## config.mk

```make
export PLATFORM = sky130hd
export DESIGN_NAME = flx_exec
export DESIGN_NICKNAME = d
export VERILOG_FILES = /design/src/design/flx_pkg.sv /design/src/design/flx_exec.sv /design/src/design/flx_free_cnt.sv /design/src/design/flx_chan_bank.sv
export SDC_FILE = /design/constraint.sdc
export NUM_CORES = 1
export LEC_CHECK = 0
export BUFFER_PORTS_ARGS = -buffer_cell sky130_fd_sc_hd__buf_2
export CAP_MARGIN = 0
export CORE_AREA = 5 5 217 198
export DETAILED_ROUTE_END_ITERATION = 8
export DIE_AREA = 0 0 222 203
export PLACE_DENSITY = 0.7
export SLEW_MARGIN = 20
export SYNTH_ARGS = -nofsm -noshare
export SYNTH_HDL_FRONTEND = slang
export SYNTH_HIERARCHICAL = 1
export SYNTH_SLANG_ARGS = --single-unit
```

## constraint.sdc

```tcl
create_clock -name ref_clk_in -period 6.6 [get_ports ref_clk_in]
set_input_delay 0.33 -clock ref_clk_in [delete_from_list [all_inputs] [get_ports ref_clk_in]]
set_output_delay 0.33 -clock ref_clk_in [all_outputs]
set_load 0.02 [all_outputs]
```

## src/design/flx_pkg.sv

```systemverilog
// Purpose: shared constants and types for the foreground load/alu execution block
// Assumes: 100 MHz processor clock, octal opcodes in a 6-bit field
// Notes:   latencies are counted in processor clock periods
package flx_pkg;

  // ****************************************************************
  // widths and clock
  // ****************************************************************
  localparam int          FLX_CLK_NS   = 10;
  localparam int          FLX_W        = 32;
  localparam int          FLX_HALF     = 16;
  localparam int          FLX_NCH      = 4;
  localparam int          FLX_CNT_W    = 3;

  // ****************************************************************
  // opcodes (octal)
  // ****************************************************************
  localparam logic [5:0]  OP_LLA       = 6'o21;
  localparam logic [5:0]  OP_LOAD_A_FULL_CONST_0    = 6'o22;
  localparam logic [5:0]  OP_LOAD_A_FULL_CONST_1    = 6'o23;
  localparam logic [5:0]  OP_LAC_BASE  = 6'o24;
  localparam logic [5:0]  OP_LUB       = 6'o30;
  localparam logic [5:0]  OP_LLB       = 6'o31;
  localparam logic [5:0]  OP_LOAD_B_FULL_CONST_0    = 6'o32;
  localparam logic [5:0]  OP_LOAD_B_FULL_CONST_1    = 6'o33;
  localparam logic [5:0]  OP_LBC_BASE  = 6'o34;
  localparam logic [5:0]  OP_ADD       = 6'o40;
  localparam logic [5:0]  OP_SUB       = 6'o41;
  localparam logic [5:0]  OP_C_FROM_B  = 6'o42;
  localparam logic [5:0]  OP_B_FROM_C  = 6'o43;
  localparam logic [5:0]  OP_AND       = 6'o44;
  localparam logic [5:0]  OP_XOR       = 6'o45;
  localparam logic [5:0]  OP_IOR       = 6'o46;
  localparam logic [5:0]  OP_SWAP      = 6'o47;
  localparam logic [5:0]  OP_TF_BASE   = 6'o50;
  localparam logic [3:0]  OP_GRP_MASK  = 4'hf;

  // ****************************************************************
  // timing in clock periods
  // ****************************************************************
  localparam logic [FLX_CNT_W-1:0] T_ONE   = 3'h1;
  localparam logic [FLX_CNT_W-1:0] T_THREE = 3'h3;
  localparam logic [FLX_CNT_W-1:0] T_FOUR  = 3'h4;
  localparam logic [FLX_CNT_W-1:0] T_FIVE  = 3'h5;
  localparam logic [FLX_CNT_W-1:0] T_ZERO  = 3'h0;

  // ****************************************************************
  // types
  // ****************************************************************
  // instruction presented at the issue position
  typedef struct packed {
    logic                 valid;
    logic [5:0]           opcode;
    logic [FLX_W-1:0]     operand;  // parcels following opcode, right aligned
  } flx_instr_s;

  // function transmission towards the channel loop
  typedef struct packed {
    logic                 pulse;
    logic [1:0]           chan;
    logic [FLX_W-1:0]     func_word;
    logic [FLX_W-1:0]     data_word;
  } flx_tx_s;

  // response returned from the channel loop
  typedef struct packed {
    logic                 valid;
    logic [1:0]           chan;
    logic [FLX_W-1:0]     word;
  } flx_rsp_s;

  typedef enum logic [1:0] {
    FLX_REG_A,
    FLX_REG_B,
    FLX_REG_C
  } flx_reg_e;

endpackage : flx_pkg

```

## src/design/flx_exec.sv

```systemverilog
// Purpose: issue and execute of loads, alu ops, c copies, swap and transmit function
// Assumes: instruction held stable at issue until accepted; operand right aligned
// Notes:   interlocks use per-register free countdowns
`timescale 1ns/10ps
`default_nettype none

// Summary of operation
// - lower A const load, high half zeroed
// - 022/023 load full 32-bit constant into A
// - full constant: issue 5, register free 3
// - 024-027 load A from channel data
// - channel loads ignore busy; issue 1, free 3
// - 030 upper B constant, low zeroed
// - 031 lower B constant, high zeroed
// - half constant loads: issue 3, free 3
// - 032/033 full constant into B
// - 034-037 load B from channel data
// - 040 B gets A plus B
// - 041 B gets B minus A
// - add/sub: issue 1, A 1, B 4
// - C register; 042 copies B to C
// - 043 copies C to B
// - C copies need B,C free; 1 period
// - 044-046 and, xor, or into B
// - logic ops and swap: all 1 period
// - 047 exchanges A and B
// - 050-053 pulse, then A word, B word
// - busy set until response, then stored
// - transmit needs A,B free; issue 1
module flx_exec
  import flx_pkg::*;
(
  input  wire logic        ref_clk_in,
  input  wire logic        arst_n_in,
  input  wire flx_instr_s  instr_in,
  output logic             instr_ready_out,
  output flx_tx_s          tx_out,
  input  wire flx_rsp_s    rsp_in,
  output logic [FLX_W-1:0] reg_a_out,
  output logic [FLX_W-1:0] reg_b_out,
  output logic [FLX_W-1:0] reg_c_out,
  output logic [FLX_NCH-1:0] chan_busy_out
);

  // ****************************************************************
  // opcode decode
  // ****************************************************************
  function automatic logic in_grp(input logic [5:0] op, input logic [5:0] base);
    in_grp = (op[5:2] == base[5:2]);
  endfunction : in_grp

  logic [5:0] op;
  logic       is_lla, is_load_a_full_const, is_lac, is_lub, is_llb, is_load_b_full_const, is_lbc;
  logic       is_add, is_sub, is_cfb, is_bfc, is_and, is_xor, is_ior, is_swp, is_tf;
  logic       is_known;

  assign op      = instr_in.opcode;
  assign is_lla  = (op == OP_LLA);
  assign is_load_a_full_const = (op == OP_LOAD_A_FULL_CONST_0) || (op == OP_LOAD_A_FULL_CONST_1);
  assign is_lac  = in_grp(op, OP_LAC_BASE);
  assign is_lub  = (op == OP_LUB);
  assign is_llb  = (op == OP_LLB);
  assign is_load_b_full_const = (op == OP_LOAD_B_FULL_CONST_0) || (op == OP_LOAD_B_FULL_CONST_1);
  assign is_lbc  = in_grp(op, OP_LBC_BASE);
  assign is_add  = (op == OP_ADD);
  assign is_sub  = (op == OP_SUB);
  assign is_cfb  = (op == OP_C_FROM_B);
  assign is_bfc  = (op == OP_B_FROM_C);
  assign is_and  = (op == OP_AND);
  assign is_xor  = (op == OP_XOR);
  assign is_ior  = (op == OP_IOR);
  assign is_swp  = (op == OP_SWAP);
  assign is_tf   = in_grp(op, OP_TF_BASE);

  assign is_known = is_lla | is_load_a_full_const | is_lac | is_lub | is_llb | is_load_b_full_const | is_lbc
                  | is_add | is_sub | is_cfb | is_bfc | is_and | is_xor | is_ior
                  | is_swp | is_tf;

  // ****************************************************************
  // issue conditions and latencies
  // ****************************************************************
  logic       free_a, free_b, free_c;
  logic       need_a, need_b, need_c;
  logic       issue_gap_free;
  logic       can_issue, issue;
  logic [FLX_CNT_W-1:0] gap_q, gap_d, issue_lat;
  logic [FLX_CNT_W-1:0] lat_a, lat_b, lat_c;
  logic       ld_a, ld_b, ld_c;

  // which registers must be free; channel loads never look at busy
  assign need_a = is_lla | is_load_a_full_const | is_lac | is_add | is_sub | is_and | is_xor
                | is_ior | is_swp | is_tf;
  assign need_b = is_lub | is_llb | is_load_b_full_const | is_lbc | is_add | is_sub | is_cfb
                | is_bfc | is_and | is_xor | is_ior | is_swp | is_tf;
  assign need_c = is_cfb | is_bfc;

  assign issue_gap_free = (gap_q == T_ZERO);
  assign can_issue = issue_gap_free && (!need_a || free_a) && (!need_b || free_b)
                   && (!need_c || free_c);
  // unknown opcodes are accepted and dropped so the stream never wedges
  assign instr_ready_out = can_issue || !is_known;
  assign issue = instr_in.valid && is_known && can_issue;

  // next-issue spacing: constants 3 or 5, everything else 1
  assign issue_lat = (is_load_a_full_const | is_load_b_full_const) ? T_FIVE
                   : (is_lla | is_lub | is_llb) ? T_THREE
                   : T_ONE;

  // register free latencies
  assign lat_a = (is_lla | is_load_a_full_const | is_lac) ? T_THREE : T_ONE;
  assign lat_b = (is_add | is_sub) ? T_FOUR
               : (is_lub | is_llb | is_load_b_full_const | is_lbc) ? T_THREE : T_ONE;
  assign lat_c = T_ONE;
  assign ld_a  = issue && need_a;
  assign ld_b  = issue && need_b;
  assign ld_c  = issue && need_c;

  assign gap_d = issue ? FLX_CNT_W'(issue_lat - T_ONE)
               : issue_gap_free ? T_ZERO : FLX_CNT_W'(gap_q - T_ONE);

  flx_free_cnt u_free_a (
    .ref_clk_in (ref_clk_in),
    .arst_n_in  (arst_n_in),
    .load_in    (ld_a),
    .value_in   (lat_a),
    .free_out   (free_a)
  );
  flx_free_cnt u_free_b (
    .ref_clk_in (ref_clk_in),
    .arst_n_in  (arst_n_in),
    .load_in    (ld_b),
    .value_in   (lat_b),
    .free_out   (free_b)
  );
  flx_free_cnt u_free_c (
    .ref_clk_in (ref_clk_in),
    .arst_n_in  (arst_n_in),
    .load_in    (ld_c),
    .value_in   (lat_c),
    .free_out   (free_c)
  );

  // ****************************************************************
  // datapath
  // ****************************************************************
  logic [FLX_W-1:0]    a_q, a_d, b_q, b_d, c_q, c_d, chan_word;
  logic [FLX_HALF-1:0] k16;
  logic [1:0]          sel_ch;
  logic                tf_go;
  flx_tx_s             tx_q, tx_d;

  assign k16    = instr_in.operand[FLX_HALF-1:0];
  assign sel_ch = op[1:0];  // low opcode bits pick the channel

  // register next values
  assign a_d = !issue  ? a_q
             : is_lla  ? {{FLX_HALF{1'b0}}, k16}
             : is_load_a_full_const ? instr_in.operand
             : is_lac  ? chan_word
             : is_swp  ? b_q
             : a_q;
  assign b_d = !issue  ? b_q
             : is_lub  ? {k16, {FLX_HALF{1'b0}}}
             : is_llb  ? {{FLX_HALF{1'b0}}, k16}
             : is_load_b_full_const ? instr_in.operand
             : is_lbc  ? chan_word
             : is_add  ? FLX_W'(b_q + a_q)
             : is_sub  ? FLX_W'(b_q - a_q)
             : is_bfc  ? c_q
             : is_and  ? (a_q & b_q)
             : is_xor  ? (a_q ^ b_q)
             : is_ior  ? (a_q | b_q)
             : is_swp  ? a_q
             : b_q;
  assign c_d = (issue && is_cfb) ? b_q : c_q;

  // transmit function: pulse with function word from A then B word
  assign tf_go = issue && is_tf;
  assign tx_d  = '{pulse: tf_go, chan: sel_ch, func_word: tf_go ? a_q : tx_q.func_word,
                   data_word: tf_go ? b_q : tx_q.data_word};

  always_ff @(posedge ref_clk_in or negedge arst_n_in) begin
    if (!arst_n_in) begin
      a_q   <= '0;
      b_q   <= '0;
      c_q   <= '0;
      gap_q <= T_ZERO;
      tx_q  <= '0;
    end else begin
      a_q   <= a_d;
      b_q   <= b_d;
      c_q   <= c_d;
      gap_q <= gap_d;
      tx_q  <= tx_d;
    end
  end

  flx_chan_bank #(.NCH(FLX_NCH)) u_chan (
    .ref_clk_in   (ref_clk_in),
    .arst_n_in    (arst_n_in),
    .send_in      (tf_go),         // busy set at issue, no wait for reply
    .send_chan_in (sel_ch),
    .rsp_in       (rsp_in),
    .rd_chan_in   (sel_ch),
    .rd_data_out  (chan_word),
    .busy_out     (chan_busy_out)
  );

  assign tx_out    = tx_q;
  assign reg_a_out = a_q;
  assign reg_b_out = b_q;
  assign reg_c_out = c_q;

  // ****************************************************************
  // checks
  // ****************************************************************
  a_lla_low_half: assert property (@(posedge ref_clk_in) disable iff (!arst_n_in)
    (issue && is_lla) |=> a_q == {{FLX_HALF{1'b0}}, $past(instr_in.operand[15:0])})
    else $error("lower A load wrong");
  a_full_gap: assert property (@(posedge ref_clk_in) disable iff (!arst_n_in)
    (issue && (is_load_a_full_const || is_load_b_full_const)) |=> !issue [*4] ##1 1)
    else $error("full constant issued early");
  a_half_gap: assert property (@(posedge ref_clk_in) disable iff (!arst_n_in)
    (issue && (is_lub || is_llb || is_lla)) |=> !issue [*2])
    else $error("half constant issued early");
  a_chan_load: assert property (@(posedge ref_clk_in) disable iff (!arst_n_in)
    (issue && is_lbc) |=> b_q == $past(chan_word))
    else $error("channel load into B wrong");
  a_sub_result: assert property (@(posedge ref_clk_in) disable iff (!arst_n_in)
    (issue && is_sub) |=> b_q == FLX_W'($past(b_q) - $past(a_q)))
    else $error("subtract wrong");
  a_addsub_bfree: assert property (@(posedge ref_clk_in) disable iff (!arst_n_in)
    (issue && (is_add || is_sub)) |=> !free_b [*3] ##1 free_b)
    else $error("B free timing after add wrong");
  a_c_copy: assert property (@(posedge ref_clk_in) disable iff (!arst_n_in)
    (issue && is_cfb) |=> c_q == $past(b_q) && free_c)
    else $error("C copy wrong");
  a_swap_pair: assert property (@(posedge ref_clk_in) disable iff (!arst_n_in)
    (issue && is_swp) |=> a_q == $past(b_q) && b_q == $past(a_q))
    else $error("swap wrong");
  a_tf_words: assert property (@(posedge ref_clk_in) disable iff (!arst_n_in)
    (issue && is_tf) |=> tx_out.pulse && tx_out.func_word == $past(a_q)
      && tx_out.data_word == $past(b_q) && chan_busy_out[$past(sel_ch)])
    else $error("transmit function wrong");
  a_hold_busy: assert property (@(posedge ref_clk_in) disable iff (!arst_n_in)
    (instr_in.valid && is_known && need_a && !free_a) |-> !issue)
    else $error("issued while A busy");

endmodule : flx_exec
`default_nettype wire

```

## src/design/flx_free_cnt.sv

```systemverilog
// Purpose: one register-free countdown of the issue stage
// Assumes: load wins over count-down
// Notes:   free when the count is zero
`timescale 1ns/10ps
`default_nettype none
module flx_free_cnt
  import flx_pkg::*;
(
  input  wire logic                 ref_clk_in,
  input  wire logic                 arst_n_in,
  input  wire logic                 load_in,
  input  wire logic [FLX_CNT_W-1:0] value_in,
  output logic                      free_out
);

  logic [FLX_CNT_W-1:0] cnt_q;
  logic [FLX_CNT_W-1:0] cnt_d;

  // a latency of n frees the register n cycles after issue
  assign cnt_d    = load_in ? FLX_CNT_W'(value_in - T_ONE)
                  : (cnt_q == T_ZERO) ? T_ZERO : FLX_CNT_W'(cnt_q - T_ONE);
  assign free_out = (cnt_q == T_ZERO);

  always_ff @(posedge ref_clk_in or negedge arst_n_in) begin
    if (!arst_n_in) begin
      cnt_q <= T_ZERO;
    end else begin
      cnt_q <= cnt_d;
    end
  end

endmodule : flx_free_cnt
`default_nettype wire

```

## src/design/flx_chan_bank.sv

```systemverilog
// Purpose: channel data registers and busy flags for four channels
// Assumes: at most one response per cycle
// Notes:   set of busy wins over a response clear in the same cycle
`timescale 1ns/10ps
`default_nettype none
module flx_chan_bank
  import flx_pkg::*;
#(
  parameter int NCH = FLX_NCH
) (
  input  wire logic                 ref_clk_in,
  input  wire logic                 arst_n_in,
  input  wire logic                 send_in,
  input  wire logic [1:0]           send_chan_in,
  input  wire flx_rsp_s             rsp_in,
  input  wire logic [1:0]           rd_chan_in,
  output logic [FLX_W-1:0]          rd_data_out,
  output logic [NCH-1:0]            busy_out
);

  logic [FLX_W-1:0] data_q [NCH];
  logic [NCH-1:0]   busy_q;

  // read is a plain mux; busy never gates it
  assign rd_data_out = data_q[rd_chan_in];
  assign busy_out    = busy_q;

  // ****************************************************************
  // busy flags and response capture
  // ****************************************************************
  always_ff @(posedge ref_clk_in or negedge arst_n_in) begin
    if (!arst_n_in) begin
      busy_q <= '0;
      for (int i = 0; i < NCH; i++) begin
        data_q[i] <= '0;
      end
    end else begin
      for (int i = 0; i < NCH; i++) begin
        if (send_in && send_chan_in == 2'(i)) begin
          busy_q[i] <= 1'b1;
        end else if (rsp_in.valid && rsp_in.chan == 2'(i) && busy_q[i]) begin
          busy_q[i] <= 1'b0;
        end
        if (rsp_in.valid && rsp_in.chan == 2'(i) && busy_q[i]) begin
          data_q[i] <= rsp_in.word;
        end
      end
    end
  end

  a_rsp_clears_busy: assert property (@(posedge ref_clk_in) disable iff (!arst_n_in)
    (rsp_in.valid && busy_q[rsp_in.chan] && !(send_in && send_chan_in == rsp_in.chan))
    |=> !busy_q[$past(rsp_in.chan)] && data_q[$past(rsp_in.chan)] == $past(rsp_in.word))
    else $error("response did not clear busy and store word");

endmodule : flx_chan_bank
`default_nettype wire

```

* Word-level counts from Yosys, hierarchy flattened
Index checks and enable logic that the tools add are counted.
** Word-level totals
- Flip-flop bits (word level) :: 307
- Latch bits :: 0
- RAM bits :: 0
- Bits in read-only memories :: 0
- Input bits :: 76
- Output and inout port bits :: 168
- Logic and storage cells :: 181
- Memories kept :: 0
** Cells by class
- Add/subtract/negate cells :: 9
- $mul :: 0
- Divide/modulo/power cells :: 0
- Order comparisons :: 1
- Eq/ne operators :: 24
- Shift-type cells :: 0
- Multiplexer cells :: 39
- Bitwise gates (word level) :: 43
- Reductions and logical operators :: 46
** Operators by type and width (count)
- $mux W32 :: 17
- $bmux W32 S2 :: 1
- $eq A6 B6 Y1 const B :: 8
- $eq A6 B5 Y1 const B :: 7
- $or A1 B1 Y1 :: 39
- $add A32 B32 Y32 :: 1
- $and A32 B32 Y32 :: 1
- $or A32 B32 Y32 :: 1
- $sub A32 B32 Y32 :: 1
- $xor A32 B32 Y32 :: 1
- $mux W3 :: 10
- $logic_and A1 B1 Y1 :: 22
- $sub A3 B1 Y3 const B :: 6
- $logic_not A3 Y1 :: 4
- $reduce_bool A11 Y1 :: 1
- $eq A2 B2 Y1 const B :: 4
- $eq A4 B3 Y1 const B :: 2
- $mux W1 :: 8
- $reduce_bool A2 Y1 :: 4
- $logic_or A1 B1 Y1 :: 6
- $mux W2 :: 3
- $eq A2 B1 Y1 const B :: 2
- $eq A4 B4 Y1 const B :: 1
- $logic_not A1 Y1 :: 4
- 6 further kinds :: 8

* Longest topological paths before layout
Gate-level depths: netlist of run 1.
- Depth after elaboration :: 22
- Gate-level depth with buffers :: 13

* Modules after synthesis
The synthesis of run 1 kept the hierarchy.
** By module, submodules not included
- flx_exec :: times used 1, cells an instance 1687, area an instance 13549.2 um^2
- flx_chan_bank :: times used 1, cells an instance 331, area an instance 5920.7 um^2
- flx_free_cnt :: times used 3, cells an instance 19, area an instance 182.7 um^2

* Worst setup path after synthesis of run 1
No wires, ideal clock.
- Path kind :: register -> register
- Start point :: reg a_q[1] (netlist: reg_a_out[1])
- End point :: reg b_q[31] (netlist: reg_b_out[31])
- Library setup time :: 86 ps
- Data arrival time :: 3351 ps
- Required time :: 6514 ps
- Slack :: 3163 ps
- Cell stages (with the launch flop) :: 13
- Path buffers :: 0
- Clock period less this slack :: 3437 ps
- Cell sequence :: dfrtp_1 inv_1 ha_1 o21ba_2 or4_4 a211oi_4 o211ai_4 a211oi_4 o21ai_2 a2111oi_4 o22ai_1 a221o_1 nor3_1
** On the way
- Longest elaborated chain between the ends :: 7
- Elaborated cells on any way between the ends :: 8
- Classes of those cells :: add/sub (2); mux (6)
** RTL lines
- from (decl) :: RTL line flx_exec.sv:146 : logic [FLX_W-1:0] a_q, a_d, b_q, b_d, c_q, c_d, chan_word;
- from (signal assigned) :: RTL line flx_exec.sv:184 : a_q <= '0;
- from (signal assigned) :: RTL line flx_exec.sv:190 : a_q <= a_d;
- $sub A32 B32 Y32 :: RTL line flx_exec.sv:168 : : is_sub ? FLX_W'(b_q - a_q)
- $mux W32 :: RTL line flx_exec.sv:168
- $mux W32 * :: RTL line flx_exec.sv:167 : : is_add ? FLX_W'(b_q + a_q)
- $mux W32 * :: RTL line flx_exec.sv:166 : : is_lbc ? chan_word
- $mux W32 * :: RTL line flx_exec.sv:165 : : is_load_b_full_const ? instr_in.operand
- $mux W32 * :: RTL line flx_exec.sv:164 : : is_llb ? {{FLX_HALF{1'b0}}, k16}
- $mux W32 * :: RTL line flx_exec.sv:163 : : is_lub ? {k16, {FLX_HALF{1'b0}}}
- to (signal assigned) :: RTL line flx_exec.sv:185 : b_q <= '0;
- to (signal assigned) :: RTL line flx_exec.sv:191 : b_q <= b_d;
- to (decl) :: RTL line flx_exec.sv:146
Every way passes the cells marked *; elsewhere a longest branch is shown, timed or not.
A chain may end at the register's enable or synchronous reset.

* Final worst setup path of run 1
- Start point :: reg b_q[15] (netlist: reg_b_out[15])
- End point :: reg b_q[26] (netlist: reg_b_out[26])
** On the way
- Longest elaborated chain between the ends :: 7
- Elaborated cells on any way between the ends :: 8
- Classes of those cells :: add/sub (2); mux (6)
** RTL lines (RTL line)
- $sub A32 B32 Y32 :: flx_exec.sv:168
- $mux W32 :: flx_exec.sv:168
- $mux W32 * :: flx_exec.sv:167
- $mux W32 * :: flx_exec.sv:166
- $mux W32 * :: flx_exec.sv:165
- $mux W32 * :: flx_exec.sv:164
- $mux W32 * :: flx_exec.sv:163
Marks and branches as above.

==> results of run 1 <==
## metal layers
metal	vias to the layer above	part of all wire, %
li1	7920	-
met4	4	3.7
met5	-	0.020
met1	8798	43
met2	1056	42
met3	161	10
## metrics by stage
stage | hold WS [ns] | utilization [%]
after global routing | 0.03274 | 56.71
after detailed placement | 0.3679 | 53.47
after floorplan | 0.03441 | -
after CTS | 0.0006479 | 56.70
after global placement | 0.3629 | 53.46
final | 0.01818 | 56.72
## power by group through the flow
stage | sequential [uW] | combinational [uW] | clock, uW
after floorplan | 3380 | 3590 | 0
after global placement | 3050 | 5660 | 0
after detailed placement | 3090 | 5690 | 0
after CTS | 3070 | 5720 | 2240
after global routing | 3160 | 6300 | 2310
final | 3080 | 5850 | 2200
## area by class of cell
type                    instances  area share (%)
flip-flops and latches        307           33.62
clock inverters                13           1.112
multi-input cells            1502           49.40
inverters                     115           1.889
repair buffers                273           6.472
clock buffers                  50           4.528
diodes                          2         0.02190
well taps                     540           2.957
## how the worst max path moves through the flow
stage | from | endpoint | slack (ns) | depth (start not counted)
final | reg_b_out[15] | reg_b_out[26] | 2.70 | 11
after global routing | reg_a_out[9] | reg_b_out[24] | 2.53 | 12
after CTS | reg_a_out[9] | reg_b_out[24] | 2.79 | 12
after detailed placement | instr_in[35] | reg_b_out[25] | 2.77 | 10
after global placement | instr_in[33] | reg_c_out[16] | 2.77 | 9
after floorplan | reg_a_out[1] | reg_b_out[31] | 3.16 | 12
## worst reg2reg max path: cells and delay by family, from the launching register on
| kind | cells | cell delay (ns) |
|---|---|---|
| AOI/OAI and AO/OA | 7 | 1.94 |
| and+or+nand+nor | 2 | 0.61 |
| DFF | 1 | 0.54 |
| adders and majority gates | 1 | 0.51 |
| buffers and inverters | 1 | 0.22 |
## sequential cells by signal, indices dropped and copies added, names as in the netlist
| signal | count |
|---|---|
| u_chan/busy_out | 4 |
| u_free_c/cnt_q | 3 |
| reg_c_out | 32 |
| gap_q | 3 |
| reg_b_out | 32 |
| u_chan/data_q | 128 |
| tx_out | 67 |
| reg_a_out | 32 |
| u_free_a/cnt_q | 3 |
| u_free_b/cnt_q | 3 |
## synthesized netlist by cell type (32+ instances only)
cell type	instances	share of area, %
a211oi_1	63	2.4
a21o_1	34	1.3
a21oi_1	175	4.4
a221oi_1	32	1.4
clkbuf_1	106	2.0
dfrtp_1	307	38
ha_1	106	6.6
inv_1	113	2.1
mux2_2	138	7.8
mux4_2	32	3.6
nand2_1	187	3.5
nor2_1	137	2.6
nor3_1	47	1.2
o21ai_0	140	3.5
## logic make-up (layout without fill, tap and decap cells)
kind of cell | Yosys count | count (layout) | synth area share (%)
compound gates | 649 | 649 | 21.36
simple gates | 478 | 478 | 11.07
flops | 307 | 307 | 38.38
buf+inv | 269 | 451 | 5.644
mux | 234 | 234 | 15.46
fa+ha+maj | 108 | 108 | 6.825
xor+xnor | 28 | 28 | 1.225
other cells | 2 | 7 | 0.03752
==> flow_metrics.tcl, run 1 <==
set metrics [dict create \
    switching_power_uw 5100 \
    drtPass1Iterations 6 \
    p_clk_share_pct 19.8 \
    insertion_delay_ns 0.57 \
    drive_above_1_share_pct 25.22 \
    path_delay_family "compound AO/OA/AOI/OAI gates" \
    cts_buffers 36 \
    setup_ws_ns 2.697 \
    start_util_pct 49.69 \
    endpoint_kind "flip-flop" \
    final_common_cell "dfrtp_1" \
    synth_area_per_cell_sq_um 9.647 \
    cap_violations 0 \
    gr-total-overflow 0 \
    drtIter0Drc 2299 \
    layout_common_cells "307 x dfrtp_1, 240 x buf_2, 185 x nand2_1, 175 x a21oi_1, 140 x o21ai_0" \
    ant_nets 0 \
    grt_pass1_wl_mm 106.8 \
    synth.distinct_cells 88 \
    grt_setup_unrepaired "no" \
    whs_path_depth 2 \
    ys.flop_type "dfrtp_1" \
    worstMarginPinSlew_ns 1.096 \
    startpoint_type "flip-flop" \
    postCtsResizedCells 0 \
    final.setup.tns_ns 0 \
    pre_cts_ws_ns 2.773 \
    synth_edf_count 0 \
    status "completed" \
    cts_hold_buf 1 \
    track_usage_pct 30.25 \
    r2r_cells 11 \
    drc 0 \
    r2r_slack_ns 2.70 \
    num-nets-final 2419 \
    top_usage_layer "met2" \
    slew_viol_final 0 \
    grt_max_degree 145 \
    vias 17939 \
    async_flop_share_pct 100.0 \
    place_hpwl_mm 48.94 \
    post-route-period-util_pct 59.13 \
    synth_seq_cells 307 \
    hold_start "rsp_in[2]" \
    seqPwrFrac_pct 27.7 \
    period_minus_slack_ns 3.903 \
    synth_seq_area_share_pct 38.38 \
    design_area_sq_um 22850 \
    regArea_sq_um 7682 \
    die-area_sq_um 45070 \
    cts_max_path_buffers 3 \
    tritoncts "done" \
    grt_use_met3_pct 6.723 \
    rows 70 \
    synth_area_sq_um 20020 \
    grt_util_met2_pct 44.83 \
    io_pins 244 \
    post-cts-setup-buffers 0 \
    final_cells 2802 \
    grtUsageMet1_pct 44.43 \
    cp.arrival_ns 4.39 \
    cp_max_fo 13 \
    setup_violations 0 \
    placed_cells 2736 \
    num-fill-cells 3591 \
    ir_worst_vdd_mv 0.2680 \
    total_leakage_power_uw 0.01069 \
    r2r_end "reg_b_out[26]" \
    routedWlPerCell_microns 25.19 \
    worstReg2RegStart "reg_b_out[15]" \
    crit_chain "inv_1 -> ha_1 -> nor3_1 -> a21oi_1 -> a211oi_1 -> nor3_1 -> o221ai_1 -> a21oi_1 -> a221o_1 -> a221o_1 -> a31oi_1" \
    placed_area_sq_um 21540 \
    first_global_vias 16913 \
    port_buffers 243 \
    die_x_microns 222 \
    combPwrFrac_pct 52.5 \
    antenna_found_initial 4 \
    internal_power_uw 6038 \
    critPathMaxStageDelay_ns 0.54 \
    hold_class "input pin to flip-flop" \
    h-tree-depth 2 \
    core-area_sq_um 40290 \
    multi_input_comb_area_sq_um 11290 \
    worstPathRequired_ns 7.09 \
    via_per_inst 6.402 \
    cpMaxStageDelayCell "dfrtp_1" \
    synthCells 2075 \
    area_growth_pct 14.15 \
    hold_violations 0 \
    power_density_nw_per_um2 487.4 \
    cts_sinks 307 \
    totalWireLength_mm 70.60 \
    fin_worst_skew_ns 0.02270 \
    p_sw_share_pct 45.79 \
    synth_warnings 6 \
    crit_type "flip-flop to flip-flop" \
    holdPathEnd "u_chan/data_q[66]" \
    slew_headroom_pct 26.88 \
    die_h_microns 203 \
    path_buf_inv 1 \
    gp_congestion 1.003 \
    cts_root_buffer "clkbuf_16" \
    cts.clk_slew.worst_paths_ns 0.06 \
    power_uw 11140 \
    max_freq_mhz 256.2 \
]
Note: power is estimated with default switching activity, not from simulation.
==> run 2: changes to the inputs <==
--- a/config.mk
+++ b/config.mk
@@ -10,7 +10,7 @@
 export CORE_AREA = 5 5 217 198
 export DETAILED_ROUTE_END_ITERATION = 8
 export DIE_AREA = 0 0 222 203
-export PLACE_DENSITY = 0.7
+export PLACE_DENSITY = 0.73
 export SLEW_MARGIN = 20
 export SYNTH_ARGS = -nofsm -noshare
 export SYNTH_HDL_FRONTEND = slang
==> constraint.sdc (replaced) <==
create_clock -name ref_clk_in -period 3.2 [get_ports ref_clk_in]
set_input_delay 0.16 -clock ref_clk_in [delete_from_list [all_inputs] [get_ports ref_clk_in]]
set_output_delay 0.16 -clock ref_clk_in [all_outputs]
set_load 0.02 [all_outputs]
==> flow_metrics.tcl, run 2 (synthesis gave the netlist of run 1 again) <==
set metrics [dict create \
    final.setup.tns_ns -0.1403 \
    period_minus_slack_ns 3.249 \
    worstMarginPinSlew_ns 0.9490 \
    power_uw 25600 \
    final_cells 3045 \
    vias 18871 \
    setup_violations 4 \
    placed_area_sq_um 23030 \
    routedWlPerCell_microns 24.90 \
    total_leakage_power_uw 0.01192 \
    cts.clk_slew.worst_paths_ns 0.07 \
    crit_type "flip-flop to flip-flop" \
    gp_congestion 1.030 \
    ant_nets 0 \
    crit_chain "buf_6 -> fa_2 -> o21ba_4 -> or4_4 -> nand4_1 -> a31oi_2 -> buf_4 -> o31ai_4 -> nor4_1 -> a221o_1 -> xnor2_1 -> o211ai_1 -> a21boi_2" \
    die_x_microns 222 \
    cp_max_fo 4 \
    antenna_found_initial 1 \
    worstPathRequired_ns 3.71 \
    final_common_cell "dfrtp_1" \
    grt_setup_unrepaired "yes" \
    num-nets-final 2664 \
    track_usage_pct 32.70 \
    grt_pass1_wl_mm 115.5 \
    via_per_inst 6.197 \
    cap_violations 0 \
    pre_cts_ws_ns -0.3175 \
    io_pins 244 \
    largest_register_ff_count 128 \
    hold_class "input pin to flip-flop" \
    status "finished, violations left" \
    cts_max_path_buffers 3 \
    grt_max_degree 92 \
    die_h_microns 203 \
    violations "negative setup slack" \
    setup_ws_ns -0.04922 \
    totalWireLength_mm 75.83 \
    post-route-period-util_pct 101.5 \
    endpoint_kind "flip-flop" \
    path_delay_family "compound AO/OA/AOI/OAI gates" \
    start_util_pct 49.69 \
    gr-total-overflow 0 \
    tritoncts "done" \
    cp.arrival_ns 3.76 \
    hold_violations 0 \
    startpoint_type "flip-flop" \
    area_growth_pct 26.11 \
    ir_worst_vdd_mv 0.6180 \
    path_buf_inv 2 \
    cts_root_buffer "clkbuf_16" \
    place_hpwl_mm 54.42 \
    drive_above_1_share_pct 32.97 \
    insertion_delay_ns 0.57 \
    die-area_sq_um 45070 \
    placed_cells 2918 \
    layout_common_cells "297 x dfrtp_1, 240 x buf_2, 210 x buf_4, 186 x nand2_1, 169 x a21oi_1" \
    top_register "u_chan/data_q" \
    h-tree-depth 2 \
    design_area_sq_um 25240 \
    drtPass1Iterations 7 \
    cts_sinks 307 \
    fin_worst_skew_ns 0.02770 \
    critPathMaxStageDelay_ns 0.45 \
    slew_viol_final 0 \
    num-fill-cells 3323 \
    first_global_vias 18758 \
    core-area_sq_um 40290 \
    power_density_nw_per_um2 1014 \
    max_freq_mhz 307.8 \
    drc 0 \
    cts_buffers 35 \
    port_buffers 243 \
    drtIter0Drc 2229 \
    rows 70 \
    slew_headroom_pct 36.50 \
    antenna_cells 0 \
    cpMaxStageDelayCell "or4_4" \
]
-- run 2: layout make-up --
| type | instances | area, sq um | area share [%] |
|---|---|---|---|
| clock buffer | 44 | 969.7 | 3.841 |
| clock inverter | 18 | 256.5 | 1.016 |
| inverter | 115 | 435.4 | 1.725 |
| multi-input combinational | 1502 | 11630 | 46.09 |
| sequential | 307 | 7695 | 30.48 |
| tap | 540 | 675.6 | 2.676 |
| timing repair buffer | 519 | 3577 | 14.17 |
-- run 2: what timing repair did --
item | 4_1_cts | 5_1_grt
endpoints found under the hold margin | 208 | 0
pin swaps | 20 | 31
gates cloned | 0 | 0
resized for setup | 35 | 41
endpoints found under the setup margin | 20 | 29
hold buffers | 55 | 0
buffers inserted | 7 | 4
-- run 2: tightest hold or removal path: stages --
cell	delay, ns
buf_2	0.17
a311oi_1	0.10
a21oi_1	0.10
-- run 2: power breakdown --
part | internal [uW] | total (uW) | switching, uW
Sequential | 5100 | 5960 | 859
Combinational | 6510 | 15300 | 8790
Clock | 2580 | 4340 | 1760
-- run 2: layer usage --
| metal | track usage (%) | part of all wire, % | up-vias |
|---|---|---|---|
| li1 | - | - | 8394 |
| met1 | 45.77 | 42 | 9244 |
| met2 | 49.92 | 44 | 1036 |
| met3 | 7.648 | 10 | 195 |
| met4 | 12.04 | 4.1 | 2 |
| met5 | 0 | 0.017 | - |
-- run 2: path summary, 6_finish.rpt --
kind / from / end / slack (ns) / cells past startpoint
hold / removal: instr_in[12] / reg_b_out[12] / 0.03 / 3
setup / recovery: reg_a_out[1] / reg_b_out[16] / -0.05 / 13
min in group asynchronous: arst_n_in / tx_out[9] / 0.13 / 2
max in group asynchronous: arst_n_in / u_chan/busy_out[3] / 2.16 / 3
hold reg to reg: gap_q[0] / gap_q[0] / 0.45 / 1
setup reg to reg: reg_a_out[1] / reg_b_out[16] / -0.05 / 13
-- run 2: through the flow --
step / hold slack, ns / util (%)
3_3_place_gp: 0.1505 / 57.16
5_1_grt: 0.07321 / 62.66
4_1_cts: 0.005790 / 62.13
3_5_place_dp: 0.1551 / 57.16
6_report: 0.02614 / 62.66
2_1_floorplan: -0.1356 / -
